### config.mk
export PLATFORM = sky130hd
export DESIGN_NAME = temp_alarm_outputs
export DESIGN_NICKNAME = d
export VERILOG_FILES = /design/src/verilog/temp_alarm_pkg.sv /design/src/verilog/temp_compare.sv /design/src/verilog/apb_regs.sv /design/src/verilog/temp_alarm_outputs.sv
export SDC_FILE = /design/constraint.sdc
export NUM_CORES = 1
export LEC_CHECK = 0
export BUFFER_PORTS_ARGS = -buffer_cell sky130_fd_sc_hd__buf_4
export CORE_MARGIN = 2
export CORE_UTILIZATION = 35
export CTS_BUF_LIST = sky130_fd_sc_hd__clkbuf_8
export CTS_CLUSTER_SIZE = 12
export DETAILED_ROUTE_END_ITERATION = 7
export SLEW_MARGIN = 40
export SYNTH_ARGS = -nofsm -noshare
export SYNTH_HDL_FRONTEND = slang
export SYNTH_SLANG_ARGS = --single-unit
### constraint.sdc
create_clock -name core_clk -period 4.55 [get_ports core_clk]
set_input_delay 0.455 -clock core_clk [delete_from_list [all_inputs] [get_ports core_clk]]
set_output_delay 0.455 -clock core_clk [all_outputs]
set_load 0.01 [all_outputs]
### src/verilog/temp_alarm_pkg.sv
// constants, register map and types for the temperature alarm outputs
// assumes an apb slave front end at 32-bit aligned word offsets
package temp_alarm_pkg;

	// ------------------------------------------------------------
	// register offsets (byte addresses)
	// ------------------------------------------------------------
	localparam logic [7:0] OFS_CONFIG      = 8'h00;
	localparam logic [7:0] OFS_STATUS      = 8'h04;
	localparam logic [7:0] OFS_MASK        = 8'h08;
	localparam logic [7:0] OFS_LOC_HIGH    = 8'h0c;
	localparam logic [7:0] OFS_LOC_LOW     = 8'h10;
	localparam logic [7:0] OFS_REM_HIGH    = 8'h14;
	localparam logic [7:0] OFS_REM_LOW     = 8'h18;
	localparam logic [7:0] OFS_LOC_FS      = 8'h1c;
	localparam logic [7:0] OFS_REM_FS      = 8'h20;
	localparam logic [7:0] OFS_HYST        = 8'h24;
	localparam logic [7:0] OFS_OFFSET      = 8'h28;
	localparam logic [7:0] OFS_LOC_RESULT  = 8'h2c;
	localparam logic [7:0] OFS_REM_RESULT  = 8'h30;
	localparam logic [7:0] OFS_PINS        = 8'h34;

	// ------------------------------------------------------------
	// status and mask bit positions
	// ------------------------------------------------------------
	localparam int ST_LOC_LOW  = 0;
	localparam int ST_REM_LOW  = 1;
	localparam int ST_OPEN     = 2;
	localparam int ST_REM_HIGH = 3;
	localparam int ST_LOC_HIGH = 4;
	localparam int ST_REM_FS   = 5;
	localparam int ST_LOC_FS   = 6;
	localparam int ST_WIDTH    = 7;

	// config bit: pin acts as second fail-safe output
	localparam int CFG_SECOND_FS = 0;

	// ------------------------------------------------------------
	// reset values
	// ------------------------------------------------------------
	localparam logic [7:0] FS_LIMIT_RESET = 8'h55;
	localparam logic [7:0] HYST_RESET     = 8'h0a;
	localparam logic [7:0] HIGH_RESET     = 8'h55;
	localparam logic [7:0] LOW_RESET      = 8'h00;
	localparam logic [7:0] ZERO8          = 8'h00;

	// alert response address, 7 bits
	localparam logic [6:0] ALERT_RESP_ADDR = 7'h0c;

	// alert handshake states
	typedef enum logic [1:0] {
		ALERT_IDLE    = 2'b00,
		ALERT_LATCHED = 2'b01,
		ALERT_ANSWERED= 2'b11
	} alert_state_type;

endpackage

### src/verilog/temp_compare.sv
// one channel's plain limit comparisons and hysteretic fail-safe comparisons
// assumes signed 8-bit results and limits, updated on result_wr
`timescale 1ns/100ps
module temp_compare
	import temp_alarm_pkg::*;
#(
	parameter int W = 8
)
(
	// clock and reset
	input  wire logic         core_clk,
	input  wire logic         rst,
	// result and limits
	input  wire logic         result_wr,
	input  wire logic [W-1:0] result,
	input  wire logic [W-1:0] high_lim,
	input  wire logic [W-1:0] low_lim,
	input  wire logic [W-1:0] fs_lim,
	input  wire logic [W-1:0] hyst,
	// comparison outcomes
	output logic              over_high,
	output logic              at_low,
	output logic              fs_active_q,
	output logic              sec_active_q
);

	// ------------------------------------------------------------
	// hysteretic comparator
	// ------------------------------------------------------------
	function automatic logic hyst_cmp(input logic act, input logic [W-1:0] t,
		input logic [W-1:0] lim, input logic [W-1:0] h);
		logic signed [W+1:0] rel;
		rel = $signed({{2{lim[W-1]}}, lim}) - $signed({2'b00, h});
		if ($signed(t) > $signed(lim))
			hyst_cmp = 1'b1;
		else if ($signed({{2{t[W-1]}}, t}) <= rel)
			hyst_cmp = 1'b0;
		else
			hyst_cmp = act;
	endfunction

	wire logic fs_d  = hyst_cmp(fs_active_q, result, fs_lim, hyst);   // RL6 RL7
	wire logic sec_d = hyst_cmp(sec_active_q, result, high_lim, hyst); // RL12 RL13

	assign over_high = $signed(result) > $signed(high_lim);  // RL2
	assign at_low    = $signed(result) <= $signed(low_lim);  // RL2

	always_ff @(posedge core_clk or posedge rst)
	begin
		if (rst)
		begin
			fs_active_q  <= 1'b0;
			sec_active_q <= 1'b0;
		end
		else if (result_wr) // RL19
		begin
			fs_active_q  <= fs_d;
			sec_active_q <= sec_d;
		end
	end

endmodule

### src/verilog/apb_regs.sv
// apb slave decode: zero-wait access with error on unmapped address
// assumes a single apb master on core_clk
`timescale 1ns/100ps
module apb_regs
	import temp_alarm_pkg::*;
(
	// apb request
	input  wire logic        psel,
	input  wire logic        penable,
	input  wire logic        pwrite,
	input  wire logic [7:0]  paddr,
	// decoded strobes
	output logic             wr_en,
	output logic             rd_en,
	output logic             mapped,
	output logic             pready,
	output logic             pslverr
);

	assign mapped = (paddr[1:0] == 2'b00) && (paddr <= OFS_PINS);
	assign wr_en  = psel && penable && pwrite && mapped;
	assign rd_en  = psel && penable && !pwrite && mapped;
	assign pready = 1'b1;
	assign pslverr = psel && penable && !mapped;

endmodule

### src/verilog/temp_alarm_outputs.sv
// alarm output logic of a dual-channel temperature monitor
// assumes results and fault strobe from the conversion logic on core_clk,
// alert-response strobe from the smbus engine, apb register access
//
// Behaviour
// (RL1) maskable limit-alarm on limits and open diode
// (RL2) alarm on above high or at/below low
// (RL3) open remote diode drives alarm low
// (RL4) release after address read, status clear, cause gone; the pin does not wait for cause gone, only the return to ALERT_IDLE does
// (RL5) fail-safe output has no mask
// (RL6) fail-safe low when channel above fail-safe limit
// (RL7) fail-safe releases at limit minus hysteresis
// (RL8) fail-safe limits reset to 85 degrees
// (RL9) hysteresis resets to 10, reprogrammable
// (RL10) software keeps fail-safe limits above high limits
// (RL11) shared pin selects alarm or second fail-safe
// (RL12) second fail-safe above high limits, unmasked
// (RL13) second fail-safe releases with same hysteresis
// (RL14) either channel drives both fail-safe outputs
// (RL15) signed offset applied to remote result
// (RL16) software writes summed offsets as one value
// (RL17) active alarm answers alert response with address
// (RL18) open diode at conversion start sets bit 2
// (RL19) comparisons re-evaluated on every result write
//
// Design decisions made here: the register offsets and the APB register port.
`timescale 1ns/100ps
module temp_alarm_outputs
	import temp_alarm_pkg::*;
#(
	parameter logic [6:0] DEV_ADDR = 7'h2a  // arbitrary value
)
(
	// clock and reset
	input  wire logic        core_clk,
	input  wire logic        rst,
	// apb slave
	input  wire logic        psel,
	input  wire logic        penable,
	input  wire logic        pwrite,
	input  wire logic [7:0]  paddr,
	input  wire logic [31:0] pwdata,
	output logic [31:0]      prdata,
	output logic             pready,
	output logic             pslverr,
	// conversion results
	input  wire logic        loc_wr,
	input  wire logic [7:0]  loc_raw,
	input  wire logic        rem_wr,
	input  wire logic [7:0]  rem_raw,
	input  wire logic        conv_start,
	input  wire logic        diode_open,
	// alert response from smbus engine
	input  wire logic        ara_req,
	output logic             ara_ack,
	output logic [7:0]       ara_data,
	// pins, open drain
	output logic             failsafe_overtemp_n,
	output logic             failsafe_overtemp_oe,
	output logic             alarm_pin_n,
	output logic             alarm_pin_oe,
	// interrupt
	output logic             irq
);

	// ------------------------------------------------------------
	// registers
	// ------------------------------------------------------------
	logic [7:0]          cfg_q, loc_high_q, loc_low_q, rem_high_q, rem_low_q;
	logic [7:0]          loc_fs_q, rem_fs_q, hyst_q, offset_q, loc_res_q, rem_res_q;
	logic [ST_WIDTH-1:0] status_q, mask_q;
	logic                open_q;
	logic                loc_wr_q, rem_wr_q;
	logic [7:0]          ara_data_q;
	alert_state_type     alert_q, alert_d;

	wire logic wr_en;

	apb_regs u_apb (
		.psel    (psel),
		.penable (penable),
		.pwrite  (pwrite),
		.paddr   (paddr),
		.wr_en   (wr_en),
		.rd_en   (),
		.mapped  (),
		.pready  (pready),
		.pslverr (pslverr)
	);

	function automatic logic wr_hit(input logic en, input logic [7:0] a, input logic [7:0] ofs);
		wr_hit = en && (a == ofs);
	endfunction

	// ------------------------------------------------------------
	// remote offset correction, saturating
	// ------------------------------------------------------------
	wire logic signed [8:0] rem_sum = $signed({rem_raw[7], rem_raw}) + $signed({offset_q[7], offset_q}); // RL15
	wire logic [7:0] rem_corr = (rem_sum > 9'sd127) ? 8'h7f :
		(rem_sum < -9'sd128) ? 8'h80 : rem_sum[7:0];

	always_ff @(posedge core_clk or posedge rst)
	begin
		if (rst)
		begin
			loc_res_q <= ZERO8;
			rem_res_q <= ZERO8;
			loc_wr_q  <= 1'b0;
			rem_wr_q  <= 1'b0;
		end
		else
		begin
			loc_wr_q <= loc_wr;
			rem_wr_q <= rem_wr;
			if (loc_wr)
				loc_res_q <= loc_raw;
			if (rem_wr)
				rem_res_q <= rem_corr; // RL15
		end
	end

	// ------------------------------------------------------------
	// channel comparators
	// ------------------------------------------------------------
	wire logic loc_over, loc_under, loc_fs, loc_sec;
	wire logic rem_over, rem_under, rem_fs, rem_sec;

	temp_compare u_loc (
		.core_clk     (core_clk),
		.rst          (rst),
		.result_wr    (loc_wr_q),
		.result       (loc_res_q),
		.high_lim     (loc_high_q),
		.low_lim      (loc_low_q),
		.fs_lim       (loc_fs_q),
		.hyst         (hyst_q),
		.over_high    (loc_over),
		.at_low       (loc_under),
		.fs_active_q  (loc_fs),
		.sec_active_q (loc_sec)
	);

	temp_compare u_rem (
		.core_clk     (core_clk),
		.rst          (rst),
		.result_wr    (rem_wr_q),
		.result       (rem_res_q),
		.high_lim     (rem_high_q),
		.low_lim      (rem_low_q),
		.fs_lim       (rem_fs_q),
		.hyst         (hyst_q),
		.over_high    (rem_over),
		.at_low       (rem_under),
		.fs_active_q  (rem_fs),
		.sec_active_q (rem_sec)
	);

	// ------------------------------------------------------------
	// status events, set wins over write-one clear
	// ------------------------------------------------------------
	logic [ST_WIDTH-1:0] ev;
	always_comb
	begin
		ev = '0;
		ev[ST_LOC_LOW]  = loc_wr_q && loc_under; // RL2 RL19
		ev[ST_LOC_HIGH] = loc_wr_q && loc_over;  // RL2
		ev[ST_REM_LOW]  = rem_wr_q && rem_under; // RL2
		ev[ST_REM_HIGH] = rem_wr_q && rem_over;  // RL2
		ev[ST_OPEN]     = conv_start && diode_open; // RL18
		ev[ST_LOC_FS]   = loc_fs;
		ev[ST_REM_FS]   = rem_fs;
	end

	wire logic [ST_WIDTH-1:0] st_clr = wr_hit(wr_en, paddr, OFS_STATUS) ? pwdata[ST_WIDTH-1:0] : '0;
	wire logic [ST_WIDTH-1:0] st_d   = (status_q & ~st_clr) | ev;

	// conditions still present hold alert release off
	wire logic cause_now = loc_over || loc_under || rem_over || rem_under || open_q;
	wire logic alarm_any = |(status_q & ~mask_q);  // RL1

	always_ff @(posedge core_clk or posedge rst)
	begin
		if (rst)
		begin
			status_q <= '0;
			open_q   <= 1'b0;
		end
		else
		begin
			status_q <= st_d;
			if (conv_start)
				open_q <= diode_open; // RL3
		end
	end

	// ------------------------------------------------------------
	// register writes
	// ------------------------------------------------------------
	always_ff @(posedge core_clk or posedge rst)
	begin
		if (rst)
		begin
			cfg_q      <= ZERO8;
			mask_q     <= '0;
			loc_high_q <= HIGH_RESET;
			loc_low_q  <= LOW_RESET;
			rem_high_q <= HIGH_RESET;
			rem_low_q  <= LOW_RESET;
			loc_fs_q   <= FS_LIMIT_RESET; // RL8
			rem_fs_q   <= FS_LIMIT_RESET; // RL8
			hyst_q     <= HYST_RESET;     // RL9
			offset_q   <= ZERO8;
		end
		else
		begin
			if (wr_hit(wr_en, paddr, OFS_CONFIG))   cfg_q      <= pwdata[7:0];
			if (wr_hit(wr_en, paddr, OFS_MASK))     mask_q     <= pwdata[ST_WIDTH-1:0];
			if (wr_hit(wr_en, paddr, OFS_LOC_HIGH)) loc_high_q <= pwdata[7:0];
			if (wr_hit(wr_en, paddr, OFS_LOC_LOW))  loc_low_q  <= pwdata[7:0];
			if (wr_hit(wr_en, paddr, OFS_REM_HIGH)) rem_high_q <= pwdata[7:0];
			if (wr_hit(wr_en, paddr, OFS_REM_LOW))  rem_low_q  <= pwdata[7:0];
			if (wr_hit(wr_en, paddr, OFS_LOC_FS))   loc_fs_q   <= pwdata[7:0];
			if (wr_hit(wr_en, paddr, OFS_REM_FS))   rem_fs_q   <= pwdata[7:0];
			if (wr_hit(wr_en, paddr, OFS_HYST))     hyst_q     <= pwdata[7:0]; // RL9
			if (wr_hit(wr_en, paddr, OFS_OFFSET))   offset_q   <= pwdata[7:0]; // RL15
		end
	end

	// ------------------------------------------------------------
	// alert latch and alert-response handshake
	// ------------------------------------------------------------
	wire logic second_fs_mode = cfg_q[CFG_SECOND_FS]; // RL11
	wire logic ara_hit = ara_req && (alert_q == ALERT_LATCHED) && !second_fs_mode;

	always_comb
	begin
		alert_d = alert_q;
		case (alert_q)
			ALERT_IDLE:
				if (alarm_any)
					alert_d = ALERT_LATCHED; // RL1
			ALERT_LATCHED:
				if (ara_hit)
					alert_d = ALERT_ANSWERED; // RL17
			ALERT_ANSWERED:
				if (status_q == '0 && !cause_now)
					alert_d = ALERT_IDLE; // RL4
				else if (alarm_any && status_q != '0 && ara_req)
					alert_d = ALERT_ANSWERED;
			default:
				alert_d = ALERT_IDLE;
		endcase
	end

	always_ff @(posedge core_clk or posedge rst)
	begin
		if (rst)
		begin
			alert_q    <= ALERT_IDLE;
			ara_data_q <= ZERO8;
		end
		else
		begin
			alert_q <= alert_d;
			if (ara_hit)
				ara_data_q <= {DEV_ADDR, 1'b1}; // RL17
		end
	end

	assign ara_ack  = ara_hit;
	assign ara_data = ara_data_q;

	// ------------------------------------------------------------
	// pin drive, low-active open drain
	// ------------------------------------------------------------
	wire logic fs_on    = loc_fs || rem_fs;   // RL5 RL14
	wire logic sec_on   = loc_sec || rem_sec; // RL12 RL14
	wire logic alert_on = (alert_q != ALERT_IDLE) && alarm_any || (alert_q == ALERT_LATCHED); // RL4
	wire logic pin_on   = second_fs_mode ? sec_on : alert_on; // RL11

	assign failsafe_overtemp_n  = 1'b0;
	assign failsafe_overtemp_oe = fs_on;
	assign alarm_pin_n          = 1'b0;
	assign alarm_pin_oe         = pin_on;
	assign irq                  = alarm_any;

	// ------------------------------------------------------------
	// read data
	// ------------------------------------------------------------
	logic [7:0] rsel;
	always_comb
	begin
		case (paddr)
			OFS_CONFIG:     rsel = cfg_q;
			OFS_STATUS:     rsel = {1'b0, status_q};
			OFS_MASK:       rsel = {1'b0, mask_q};
			OFS_LOC_HIGH:   rsel = loc_high_q;
			OFS_LOC_LOW:    rsel = loc_low_q;
			OFS_REM_HIGH:   rsel = rem_high_q;
			OFS_REM_LOW:    rsel = rem_low_q;
			OFS_LOC_FS:     rsel = loc_fs_q;
			OFS_REM_FS:     rsel = rem_fs_q;
			OFS_HYST:       rsel = hyst_q;
			OFS_OFFSET:     rsel = offset_q;
			OFS_LOC_RESULT: rsel = loc_res_q;
			OFS_REM_RESULT: rsel = rem_res_q;
			OFS_PINS:       rsel = {5'h00, sec_on, pin_on, fs_on};
			default:        rsel = ZERO8;
		endcase
	end

	always_ff @(posedge core_clk or posedge rst)
	begin
		if (rst)
			prdata <= 32'h0000_0000;
		else if (psel && !penable && !pwrite)
			prdata <= {24'h000000, rsel};
	end

endmodule

======== Yosys cells after proc, flatten, opt, wreduce, memory -nomap -nowiden ========
Cells that the tools add are included.
Widths: inputs -> output; s select.
word-level totals
  register bits ........................... 120
  bits in latches ......................... 0
  bits in writable memories ............... 0
  ROM bits ................................ 0
  input port bits ......................... 66
  output and inout bits ................... 48
  logic and storage cells ................. 139
  memories kept ........................... 0
operators by class
  $add $sub $neg .......................... 5
  multiply operators ...................... 0
  divide/modulo/power cells ............... 0
  $lt $le $gt $ge ......................... 13
  equal/unequal tests ..................... 18
  shift operators ......................... 0
  muxes and demuxes ....................... 18
  bitwise gates (word level) .............. 5
  reductions and logical operators ........ 57
operators by type and width
  kind                number
  $pmux 8 s14         1
  $eq 8x6->1 const B  6
  $le 8x10->1         4
  $sub 8x9->10        4
  $eq 8x5->1 const B  4
  $gt 8x8->1          4
  $logic_and 1x1->1   29
  $eq 8x4->1 const B  2
  $le 8x8->1          2
  $mux 8              2
  $and 7x7->7         2
  $not 7->7           2
  $reduce_bool 2->1   5
  $add 8x8->9         1
  $gt 9x8->1 const B  1
  $lt 9x8->1 const B  1
  $mux 1              9
  $eq 8x3->1 const B  1
  $le 8x6->1 const B  1
  $logic_not 8->1     1
  $mux 2              4
  $reduce_and 2->1    4
  $logic_not 7->1     1
  $logic_or 1x1->1    7
  other kinds (12)    18

======== Longest topological paths before layout ========
Gate-level depths: netlist (run 1).
  depth after elaboration ................. 9
  mapped depth ............................ 15
  gate-level depth less buffers ........... 15

======== Cells and area by module ========
A second synthesis (run 1) with hierarchy kept.
second synthesis, totals
  cell total of the unflattened synthesis .. 1030
  area, all modules ....................... 10039.6 µm²
modules (own cells, without submodules)
  module                instances  cells an instance  area each (µm²)
  temp_alarm_outputs    1          544                6242.2
  temp_compare (u_rem)  1          238                1856.8
  temp_compare (u_loc)  1          237                1855.5
  apb_regs              1          11                 85.1

======== Worst setup path after synthesis (run 1) ========
No wires, ideal clock.
  path type ............................... register to register
  from .................................... register loc_fs_q[0]
  to ...................................... register u_loc.fs_active_q
  setup time .............................. 0.138 ns
  data arrival time ....................... 3.073 ns
  required time ........................... 4.412 ns
  path slack .............................. 1.339 ns
  cell stages (with the launch flop) ...... 14
  buffers on the path ..................... 0
  period minus slack after synthesis ...... 3.211 ns
  cells stage by stage .................... dfstp_2 inv_1 ha_1 fa_1 nor2b_1 o21ai_0 a21boi_0 o21ai_0 a221o_1 xnor2_1 ha_1 or4_1 o31ai_1 o211ai_1
between the ends
  longest elaborated chain between the ends .. 4
  elaborated cells on any way between the ends .. 6
  classes of those cells .................. add/sub (1); order compare (2); mux (1); reduce/logical (2)
ends and longest elaborated chain
  item                                line                       RTL
  from (decl)                         temp_alarm_outputs.sv:70   logic [7:0] loc_fs_q, rem_fs_q, hyst_q, offset_q, loc_res_q, rem_res_q;
  from (signal assigned)              temp_alarm_outputs.sv:222  if (wr_hit(wr_en, paddr, OFS_LOC_FS)) loc_fs_q <= pwdata[7:0];
  $sub 8x9->10                        temp_compare.sv:33         rel = $signed({{2{lim[W-1]}}, lim}) - $signed({2'b00, h});
  $le 8x10->1                         temp_compare.sv:36         else if ($signed({{2{t[W-1]}}, t}) <= rel)
  $reduce_bool 2->1 (no source line)  -
  $reduce_and 2->1 (no source line)   -
  to (signal assigned)                temp_compare.sv:57         fs_active_q <= fs_d;
  to (decl)                           temp_compare.sv:23         output logic fs_active_q,
Parallel ways exist; a longest one is shown, timed or not.
A chain may end at the register's enable or synchronous reset.

======== Worst setup path after layout (run 1) ========
  from .................................... register hyst_q[1]
  to ...................................... register u_loc.sec_active_q
between the ends
  longest elaborated chain between the ends .. 4
ends and longest elaborated chain
  item                                line                       RTL
  from (decl)                         temp_alarm_outputs.sv:70
  from (signal assigned)              temp_alarm_outputs.sv:224  if (wr_hit(wr_en, paddr, OFS_HYST)) hyst_q <= pwdata[7:0];
  $sub 8x9->10                        temp_compare.sv:33
  $le 8x10->1                         temp_compare.sv:36
  $reduce_bool 2->1 (no source line)  -
  $reduce_and 2->1 (no source line)   -
  to (signal assigned)                temp_compare.sv:53         sec_active_q <= 1'b0;
  to (signal assigned)                temp_compare.sv:58         sec_active_q <= sec_d;
  to (decl)                           temp_compare.sv:24         output logic sec_active_q
No other way between the ends.

==> metrics.cfg, run 1 <==
[power]
power_frac_clock_pct=39.1
p_comb_share_pct=18.1
ir_worst_vdd_mv=0.196
p_per_area_nw_per_um2=251
power.net_switching_uw=847
internal_power_uw=1920
leakagePower_uw=0.00490
seq_power_share_pct=42.8
p_total_uw=2770
switching_share_pct=30.6

[synth]
ys_seq_elements=120
synth_area_um2=9870
ys_async_sr_fraction_pct=100
synth_top_cell_area_share_pct=25.9
synthFlopType=dfrtp_1
avgSynthCellArea_um2=9.73
synth_cells=1015
synth.yosys.warnings=0
synth_edf_count=0
synthDistinctLibCells=75
synth_area_leaders=dfrtp_1 (26%), ha_1 (17%), mux2_2 (10%)
synth_top_cell_by_area=dfrtp_1
yosysSeqAreaShare_pct=30.6

[route]
routed_wl_um=29800
remaining_drc_errors=0
drtAntennaViolNets=0
routedWlPerCell_um=20.4
num_vias=7996
vias_per_cell=5.49
drt_iter0_drc=664
first_pass_iters=5

[sta]
setup_violations=0
min_period_over_period_pct=79.6
fin_skew_ns=0.0164
tns_ns=0
hold_slack_ns=0.0942
max_freq_mhz=276
slew_violations=0
rsz0062_at_grt=false
maxSlewHeadroom_pct=51.2
max_slew.worst_pin.slew_ns=0.730
layout_min_cycle_time_ns=3.62
hold_violations=0

[worst_setup_path]
r2r-end=u_loc.sec_active_q
crit_arrival_ns=3.98
cp.required_ns=4.91
end_kind=register
crit_path_start=hyst_q[1]
rr_worst_depth=14
crit_buf_inv=1
cp_max_fo=7
r2r_slack_ns=0.93
slowest_delay_ns=0.74
cp_top_family=compound AO/OA/AOI/OAI gates
cp-start-kind=register
slowest_stage=dfstp_2
r2r-start=hyst_q[1]
path_cells=inv_1, ha_1, nor2b_1, o21ai_0, nand2b_1, a31oi_1, nand2b_1, xnor2_1, ha_1, a21o_1, a21o_1, a2111oi_0, o21ai_0, a31o_2
path_class=reg2reg
setup.worst_path.end=u_loc.sec_active_q
cp_num_cells=14

[clock_network]
post-cts-setup-buffers=0
clk_path_buf_depth=2
cts-root-buf=clkbuf_8
cts_made_buffers=17
cts.repair.resized=0
cts_sinks=120
clkTransAtPathRegs_ns=0.09
cts_hold_buffers=0
htreeDepth=4
clk_latency_ns=0.46
cts_tree=built

[placement]
dp.cells=1425
placed_area_um2=10600
gp_congestion=0.939
port_buffers=58
dp_hpwl_um=22200

[global_routing]
grt_antenna_before_repair=1
grt_overflow=0
grt_first_pass_wirelength_um=45500
grt_start_max_net_pins=55
grt_pass1_vias=7669
grtUsageTotal_pct=20.8

[layout]
regArea_um2=3030
multi_input_area_um2=6310
final_area_um2=11000
final_common_cell=ha_1
final_cells=1457
finalNetCount=1269
layout_common_cells=ha_1 (132), dfrtp_1 (102), mux2_2 (88)
antenna_cells=0
drive_gt1_share_pct=21.6
nFillCells=2767
synthToLayoutAreaGrowth_pct=11.5

[die]
die_h_um=172
dieArea_um2=29600
start_util_pct=35.5
core_um2=27800
die_width_um=172
rows=61
ios=114

[run]
cap_viol_max_count=0

[outcome]
status=complete, no violations

[min_path]
hold_path_class=in2async

-- power groups by stage --
stage / registers [uW] / clock network [uW] / logic [uW]
CTS: 1180 / 1090 / 499
global placement: 1200 / 0 / 484
floorplan: 1170 / 0 / 350
global route: 1190 / 1140 / 565
detailed placement: 1200 / 0 / 496
finish: 1190 / 1080 / 500
-- worst reg2reg max path: stages, from the launching register on --
cell and delay (ns):
dfstp_2 0.74, inv_1 0.24, ha_1 0.32, nor2b_1 0.12, o21ai_0 0.14, nand2b_1 0.11, a31oi_1 0.22, nand2b_1 0.10
xnor2_1 0.13, ha_1 0.29, a21o_1 0.18, a21o_1 0.16, a2111oi_0 0.38, o21ai_0 0.15, a31o_2 0.25
-- final cells by class --
| class | count | area share [%] |
|---|---|---|
| flip-flops and latches | 120 | 27.5 |
| inverters | 82 | 2.82 |
| clock inverters | 15 | 1.82 |
| well taps | 378 | 4.29 |
| multi-input cells | 784 | 57.3 |
| repair buffers | 61 | 4.16 |
| clock buffers | 17 | 2.12 |
-- state kept, by name, summed over array words and instances, names as in the netlist, 8 cells and up --
signal,flops
cfg_q,8
hyst_q,8
loc_fs_q,8
loc_high_q,8
loc_low_q,8
loc_res_q,8
offset_q,8
prdata,8
rem_fs_q,8
rem_high_q,8
rem_low_q,8
rem_res_q,8
-- per-layer routing --
metal / vias to the layer above / GRT usage, % / share of wire (%)
li1: 3745 / - / -
met1: 3903 / 27.6 / 45
met2: 283 / 33.9 / 46
met3: 65 / 3.14 / 5.4
met4: 0 / 8.44 / 3.3
met5: - / 0 / 0
-- worst min path at each step --
stage	start	endpoint	cells past startpoint
detailed placement	cfg_q[4]	cfg_q[4]	1
floorplan	u_rem.fs_active_q	status_q[5]	1
global placement	cfg_q[1]	cfg_q[1]	1
CTS	rst	ara_data[0]	2
finish	rst	ara_data[0]	2
global route	rst	ara_data[0]	2
-- cell families after synthesis --
family | count (synthesis) | synth area share, %
other | 2 | 0.0761
and+or+nand+nor | 260 | 14.8
adders and majority gates | 137 | 17.7
buffers and inverters | 140 | 6.78
xor gates and xnor gates | 31 | 2.75
muxes | 109 | 12.8
AOI/OAI and AO/OA | 216 | 14.4
DFF | 120 | 30.6
-- cell usage after synthesis (all sizes together) (5+ instances only) --
cell and n:
a32oi 6, dfstp 18, nand3 23, mux4 5, dfrtp 102, o21ai 55, a31oi 8, a211oi 15
ha 132, or3 6, fa 5, and2 9, xor2 9, nor3 17, buf 44, nor2 64
o21a 8, nand4 17, mux2 88, a21oi 39, inv 82, a22oi 7, a21o 13, mux2i 16
nand2b 21, a221o 5, nand2 52, a22o 6, o211ai 7, nor2b 28, o22ai 15, xnor2 22
clkbuf 14
-- stage by stage --
step                util (%)  setup slack, ns
finish                  39.6            0.928
global route            39.6            0.612
CTS                     39.6            0.903
detailed placement      38.1            0.914
global placement        38.0            0.990
floorplan                  -            0.939
No activity file was read; power rests on OpenSTA's default activity.
==> run 2: changes to the inputs <==
==> constraint.sdc (replaced) <==
create_clock -name core_clk -period 3.3 [get_ports core_clk]
set_input_delay 0.33 -clock core_clk [delete_from_list [all_inputs] [get_ports core_clk]]
set_output_delay 0.33 -clock core_clk [all_outputs]
set_load 0.01 [all_outputs]
==> metrics.cfg, run 2 (same netlist as run 1, synthesis figures left out) <==
[outcome]
status=complete, no violations

[global_routing]
grt_start_max_net_pins=55  ; unchanged
grt_antenna_before_repair=0  ; -1
grt_first_pass_wirelength_um=45800  ; +0.67%
grt_overflow=0  ; unchanged
grt_pass1_vias=7763  ; +1.2%
grtUsageTotal_pct=20.9  ; +0.098 points

[route]
drt_iter0_drc=627  ; -5.6%
routedWlPerCell_um=20.4  ; about the same
first_pass_iters=5  ; unchanged
drtAntennaViolNets=0  ; unchanged
remaining_drc_errors=0  ; unchanged
num_vias=8179  ; +2.3%
routed_wl_um=30500  ; +2.3%
vias_per_cell=5.48  ; -0.11%

[power]
internal_power_uw=2700  ; +41%
seq_power_share_pct=41.7  ; -1.1 points
ir_worst_vdd_mv=0.230  ; +17%
leakagePower_uw=0.00509  ; +4.0%
p_per_area_nw_per_um2=340  ; +36%
p_comb_share_pct=19.4  ; +1.3 points
switching_share_pct=30.6  ; -0.045 points
power_frac_clock_pct=38.9  ; -0.2 points
power.net_switching_uw=1190  ; +40%

[clock_network]
cts_made_buffers=17  ; unchanged
htreeDepth=4  ; unchanged
cts_sinks=120  ; unchanged
cts-root-buf=clkbuf_8
clkTransAtPathRegs_ns=0.08  ; about the same
cts_tree=built
clk_path_buf_depth=2  ; unchanged
clk_latency_ns=0.45  ; about the same

[worst_setup_path]
crit_arrival_ns=3.60  ; -0.38 ns
cp.required_ns=3.63  ; -1.28 ns
end_kind=register
cp_max_fo=5  ; -2
cp-start-kind=register
r2r-start=hyst_q[0]
path_class=reg2reg
crit_path_start=hyst_q[0]

[layout]
finalNetCount=1305  ; +2.8%
synthToLayoutAreaGrowth_pct=15.7
nFillCells=2725  ; -1.5%
layout_common_cells=ha_1 (128), dfrtp_1 (102), buf_4 (93)
fin_util_pct=41.1  ; +1.5 points
drive_gt1_share_pct=25.4  ; +3.8 points
antenna_cells=0  ; unchanged
final_common_cell=ha_1

[die]
die_h_um=172  ; unchanged
rows=61  ; unchanged
ios=114  ; unchanged
dieArea_um2=29600  ; unchanged
core_um2=27800  ; unchanged
die_width_um=172  ; unchanged
start_util_pct=35.5  ; unchanged

[sta]
maxSlewHeadroom_pct=57.0  ; +5.8 points
hold_violations=0  ; unchanged
min_period_over_period_pct=99.2  ; +20 points
fin_skew_ns=0.0148  ; -0.00167 ns
tns_ns=0  ; unchanged
rsz0062_at_grt=true
max_slew.worst_pin.slew_ns=0.638  ; -0.0924 ns
slew_violations=0  ; unchanged
setup_violations=0  ; unchanged
max_freq_mhz=306  ; +11%
layout_min_cycle_time_ns=3.27  ; -0.350 ns
hold_slack_ns=0.0816  ; -0.0126 ns

[min_path]
min-delay-start=loc_wr
hold_path_class=in2reg

[run]
cap_viol_max_count=0  ; unchanged

[placement]
port_buffers=58  ; unchanged
gp_congestion=0.930  ; -0.96%
dp_hpwl_um=22900  ; +3.2%

[run 2: layout make-up]
type                    count  area, um^2  share of cell area [%]
repair buffers             97         783                    6.86
flip-flops and latches    120        3030                    26.5
clock inverters            13         195                    1.71
multi-input cells         784        6390                    55.9
inverters                  82         312                    2.73
clock buffers              18         248                    2.17
well taps                 378         473                    4.14
[run 2: through the flow]
step	power, uW	area (um^2)	instances	setup WS (ns)
floorplan	2090	9990	1044	0.0892
detailed placement	2370	10800	1454	-0.0967
global route	4070	11400	1492	-0.106
CTS	3870	11300	1486	0.000145
finish	3890	11400	1492	0.0278
global placement	2340	10800	1452	-0.0584
[run 2: layer usage]
| metal | up-vias | share of wire (%) | GRT usage, % |
|---|---|---|---|
| met1 | 4014 | 44 | 27.1 |
| met2 | 294 | 46 | 34.3 |
| li1 | 3811 | - | - |
| met5 | - | 0 | 0 |
| met4 | 0 | 3.5 | 8.15 |
| met3 | 60 | 5.9 | 3.96 |
[run 2: critical path, cell delays in order (launching register included)]
cell	delay (ns)
dfrtp_1	0.54
ha_4	0.24
fa_2	0.33
nor2b_1	0.12
o21ai_1	0.08
a21boi_1	0.21
o21ai_2	0.08
a221o_1	0.31
xnor2_1	0.13
ha_2	0.18
or4_4	0.58
nor2_4	0.11
a211oi_2	0.06
o31ai_4	0.07
o211ai_1	0.11
[run 2: final timing paths]
kind,slack [ns],to,cells past startpoint
max in group asynchronous,2.28,rem_low_q[3],4
worst min register to register,0.51,cfg_q[3],1
worst min-delay path,0.08,loc_wr_q,1
worst max-delay path,0.03,u_loc.fs_active_q,14
worst max register to register,0.03,u_loc.fs_active_q,14
min in group asynchronous,0.35,cfg_q[6],3
[run 2: power by group through the flow]
stage,Combinational (uW),Sequential [uW],Clock [uW]
detailed placement,721,1650,0
CTS,733,1620,1520
floorplan,483,1610,0
finish,754,1620,1510
global route,843,1630,1600
global placement,699,1650,0
[run 2: repair_timing]
item                                    4_1_cts  5_1_grt
resized for setup                            11       23
pin swaps                                     2       15
buffers inserted                              0        6
hold buffers                                  1        0
hold endpoints to repair                      3        0
endpoints found under the setup margin        3        3
==> run 3: changes to the inputs <==
==> constraint.sdc (replaced) <==
create_clock -name core_clk -period 3.2 [get_ports core_clk]
set_input_delay 0.32 -clock core_clk [delete_from_list [all_inputs] [get_ports core_clk]]
set_output_delay 0.32 -clock core_clk [all_outputs]
set_load 0.01 [all_outputs]
==> metrics.cfg, run 3 (same netlist as run 1, synthesis figures left out) <==
[min_path]
hold_path_class=in2reg
whs_path_depth=1  ; unchanged

[worst_setup_path]
cp_max_fo=2  ; -3
r2r_slack_ns=-0.01  ; -0.04 ns
path_class=reg2reg
cp-start-kind=register
crit_path_start=loc_fs_q[0]
cp.required_ns=3.59  ; -0.04 ns
setup.worst_path.end=u_loc.fs_active_q
crit_arrival_ns=3.60  ; about the same
r2r-start=loc_fs_q[0]
r2r-end=u_loc.fs_active_q
rr_worst_depth=15  ; +1
end_kind=register

[sta]
min_period_over_period_pct=100  ; +1.3 points
maxSlewHeadroom_pct=57.9  ; +0.84 points
slew_violations=0  ; unchanged
hold_slack_ns=0.0606  ; -0.0209 ns
setup_violations=1  ; +1
layout_min_cycle_time_ns=3.21  ; -0.0579 ns
rsz0062_at_grt=true
finalWorstSetupSlack_ns=-0.0144  ; -0.0421 ns
max_freq_mhz=311  ; +1.8%
hold_violations=0  ; unchanged
max_slew.worst_pin.slew_ns=0.630  ; -0.00752 ns
fin_skew_ns=0.0118  ; -0.00296 ns

[layout]
synthToLayoutAreaGrowth_pct=16.5
final_common_cell=ha_1
layout_common_cells=ha_1 (127), buf_4 (106), dfrtp_1 (101)
antenna_cells=0  ; unchanged
fin_util_pct=41.4  ; +0.27 points
drive_gt1_share_pct=27.0  ; +1.6 points
finalNetCount=1316  ; +0.84%

[power]
p_total_uw=3940  ; +1.2%
ir_worst_vdd_mv=0.233  ; +1.0%
p_per_area_nw_per_um2=342  ; +0.56%
leakagePower_uw=0.00512  ; +0.51%

[die]
ios=114  ; unchanged
die_width_um=172  ; unchanged
die_h_um=172  ; unchanged
core_um2=27800  ; unchanged
rows=61  ; unchanged
dieArea_um2=29600  ; unchanged
start_util_pct=35.5  ; unchanged

[clock_network]
htreeDepth=4  ; unchanged
cts_made_buffers=17  ; unchanged
clk_path_buf_depth=2  ; unchanged
cts-root-buf=clkbuf_8
cts_tree=built
cts_sinks=120  ; unchanged
clkTransAtPathRegs_ns=0.08  ; about the same
clk_latency_ns=0.46  ; about the same

[outcome]
violations=negative setup slack
status=finished with violations

[route]
routedWlPerCell_um=20.1  ; -1.5%
first_pass_iters=5  ; unchanged
drt_iter0_drc=653  ; +4.1%
remaining_drc_errors=0  ; unchanged
routed_wl_um=30200  ; -0.76%
vias_per_cell=5.46  ; -0.36%
drtAntennaViolNets=0  ; unchanged
num_vias=8210  ; +0.38%

[global_routing]
grt_overflow=0  ; unchanged
grt_start_max_net_pins=72  ; +31%
grt_antenna_before_repair=0  ; unchanged
grt_pass1_vias=7903  ; +1.8%
grtUsageTotal_pct=21.2  ; +0.32 points
grt_first_pass_wirelength_um=46300  ; +1.0%

[placement]
dp_hpwl_um=23000  ; +0.47%
port_buffers=58  ; unchanged
gp_congestion=0.929  ; about the same

[run]
cap_viol_max_count=0  ; unchanged

## run 3: how the worst min path moves through the flow
stage | from | endpoint | slack [ns]
CTS | loc_wr | loc_wr_q | 0.04
global placement | rst | mask_q[5] | 0.27
finish | loc_wr | loc_wr_q | 0.06
floorplan | loc_wr | loc_wr_q | 0.35
global route | loc_wr | loc_wr_q | 0.04
detailed placement | rst | mask_q[5] | 0.27
## run 3: where the power goes
part / switching, uW / internal [uW] / total, uW
combinational: 440 / 344 / 784
clock: 684 / 794 / 1480
sequential: 104 / 1570 / 1680
total: 1230 / 2710 / 3940
## run 3: critical path, stage by stage (launching register included)
cell and delay, ns:
dfstp_2 0.54, inv_2 0.04, ha_4 0.16, fa_2 0.38, nor2b_1 0.12, o21ai_1 0.09
a21boi_1 0.16, o21ai_1 0.09, a221o_1 0.34, xnor2_1 0.14, ha_2 0.35, o21a_1 0.18
o311ai_4 0.11, a211oi_4 0.27, o31ai_4 0.10, o211ai_1 0.08
## run 3: layout make-up
type                       instances  area [um^2]
fill                            2758        16300
multi-input combinational        784         6440
sequential                       120         3030
timing repair buffer             108          826
tap                              378          473
inverter                          82          312
clock buffer                      18          248
clock inverter                    13          173
## run 3: routing by layer
layer / GRT usage [%] / up-vias / routed length [um]
met5: 0 / - / 0
met4: 7.78 / 0 / 876
met3: 3.78 / 58 / 1580
met2: 35.0 / 268 / 14300
met1: 27.7 / 4043 / 13500
li1: - / 3841 / -
## run 3: repair_timing
item	in CTS	in global routing
resized for setup	19	29
hold buffers	1	0
buffers inserted	1	5
pin swaps	9	29
endpoints found under the setup margin	3	4
hold endpoints to repair	8	0
## run 3: through the flow
| stage | TNS, ns | instances | instance area, um^2 | worst slack [ns] |
|---|---|---|---|---|
| final | -0.0144 | 1503 | 11500 | -0.0144 |
| after global placement | -0.292 | 1465 | 10900 | -0.136 |
| after floorplan | 0 | 1044 | 9990 | 0.0285 |
| after detailed placement | -0.417 | 1465 | 10900 | -0.153 |
| after CTS | 0 | 1498 | 11300 | 0.00755 |
| after global routing | -0.432 | 1503 | 11500 | -0.189 |
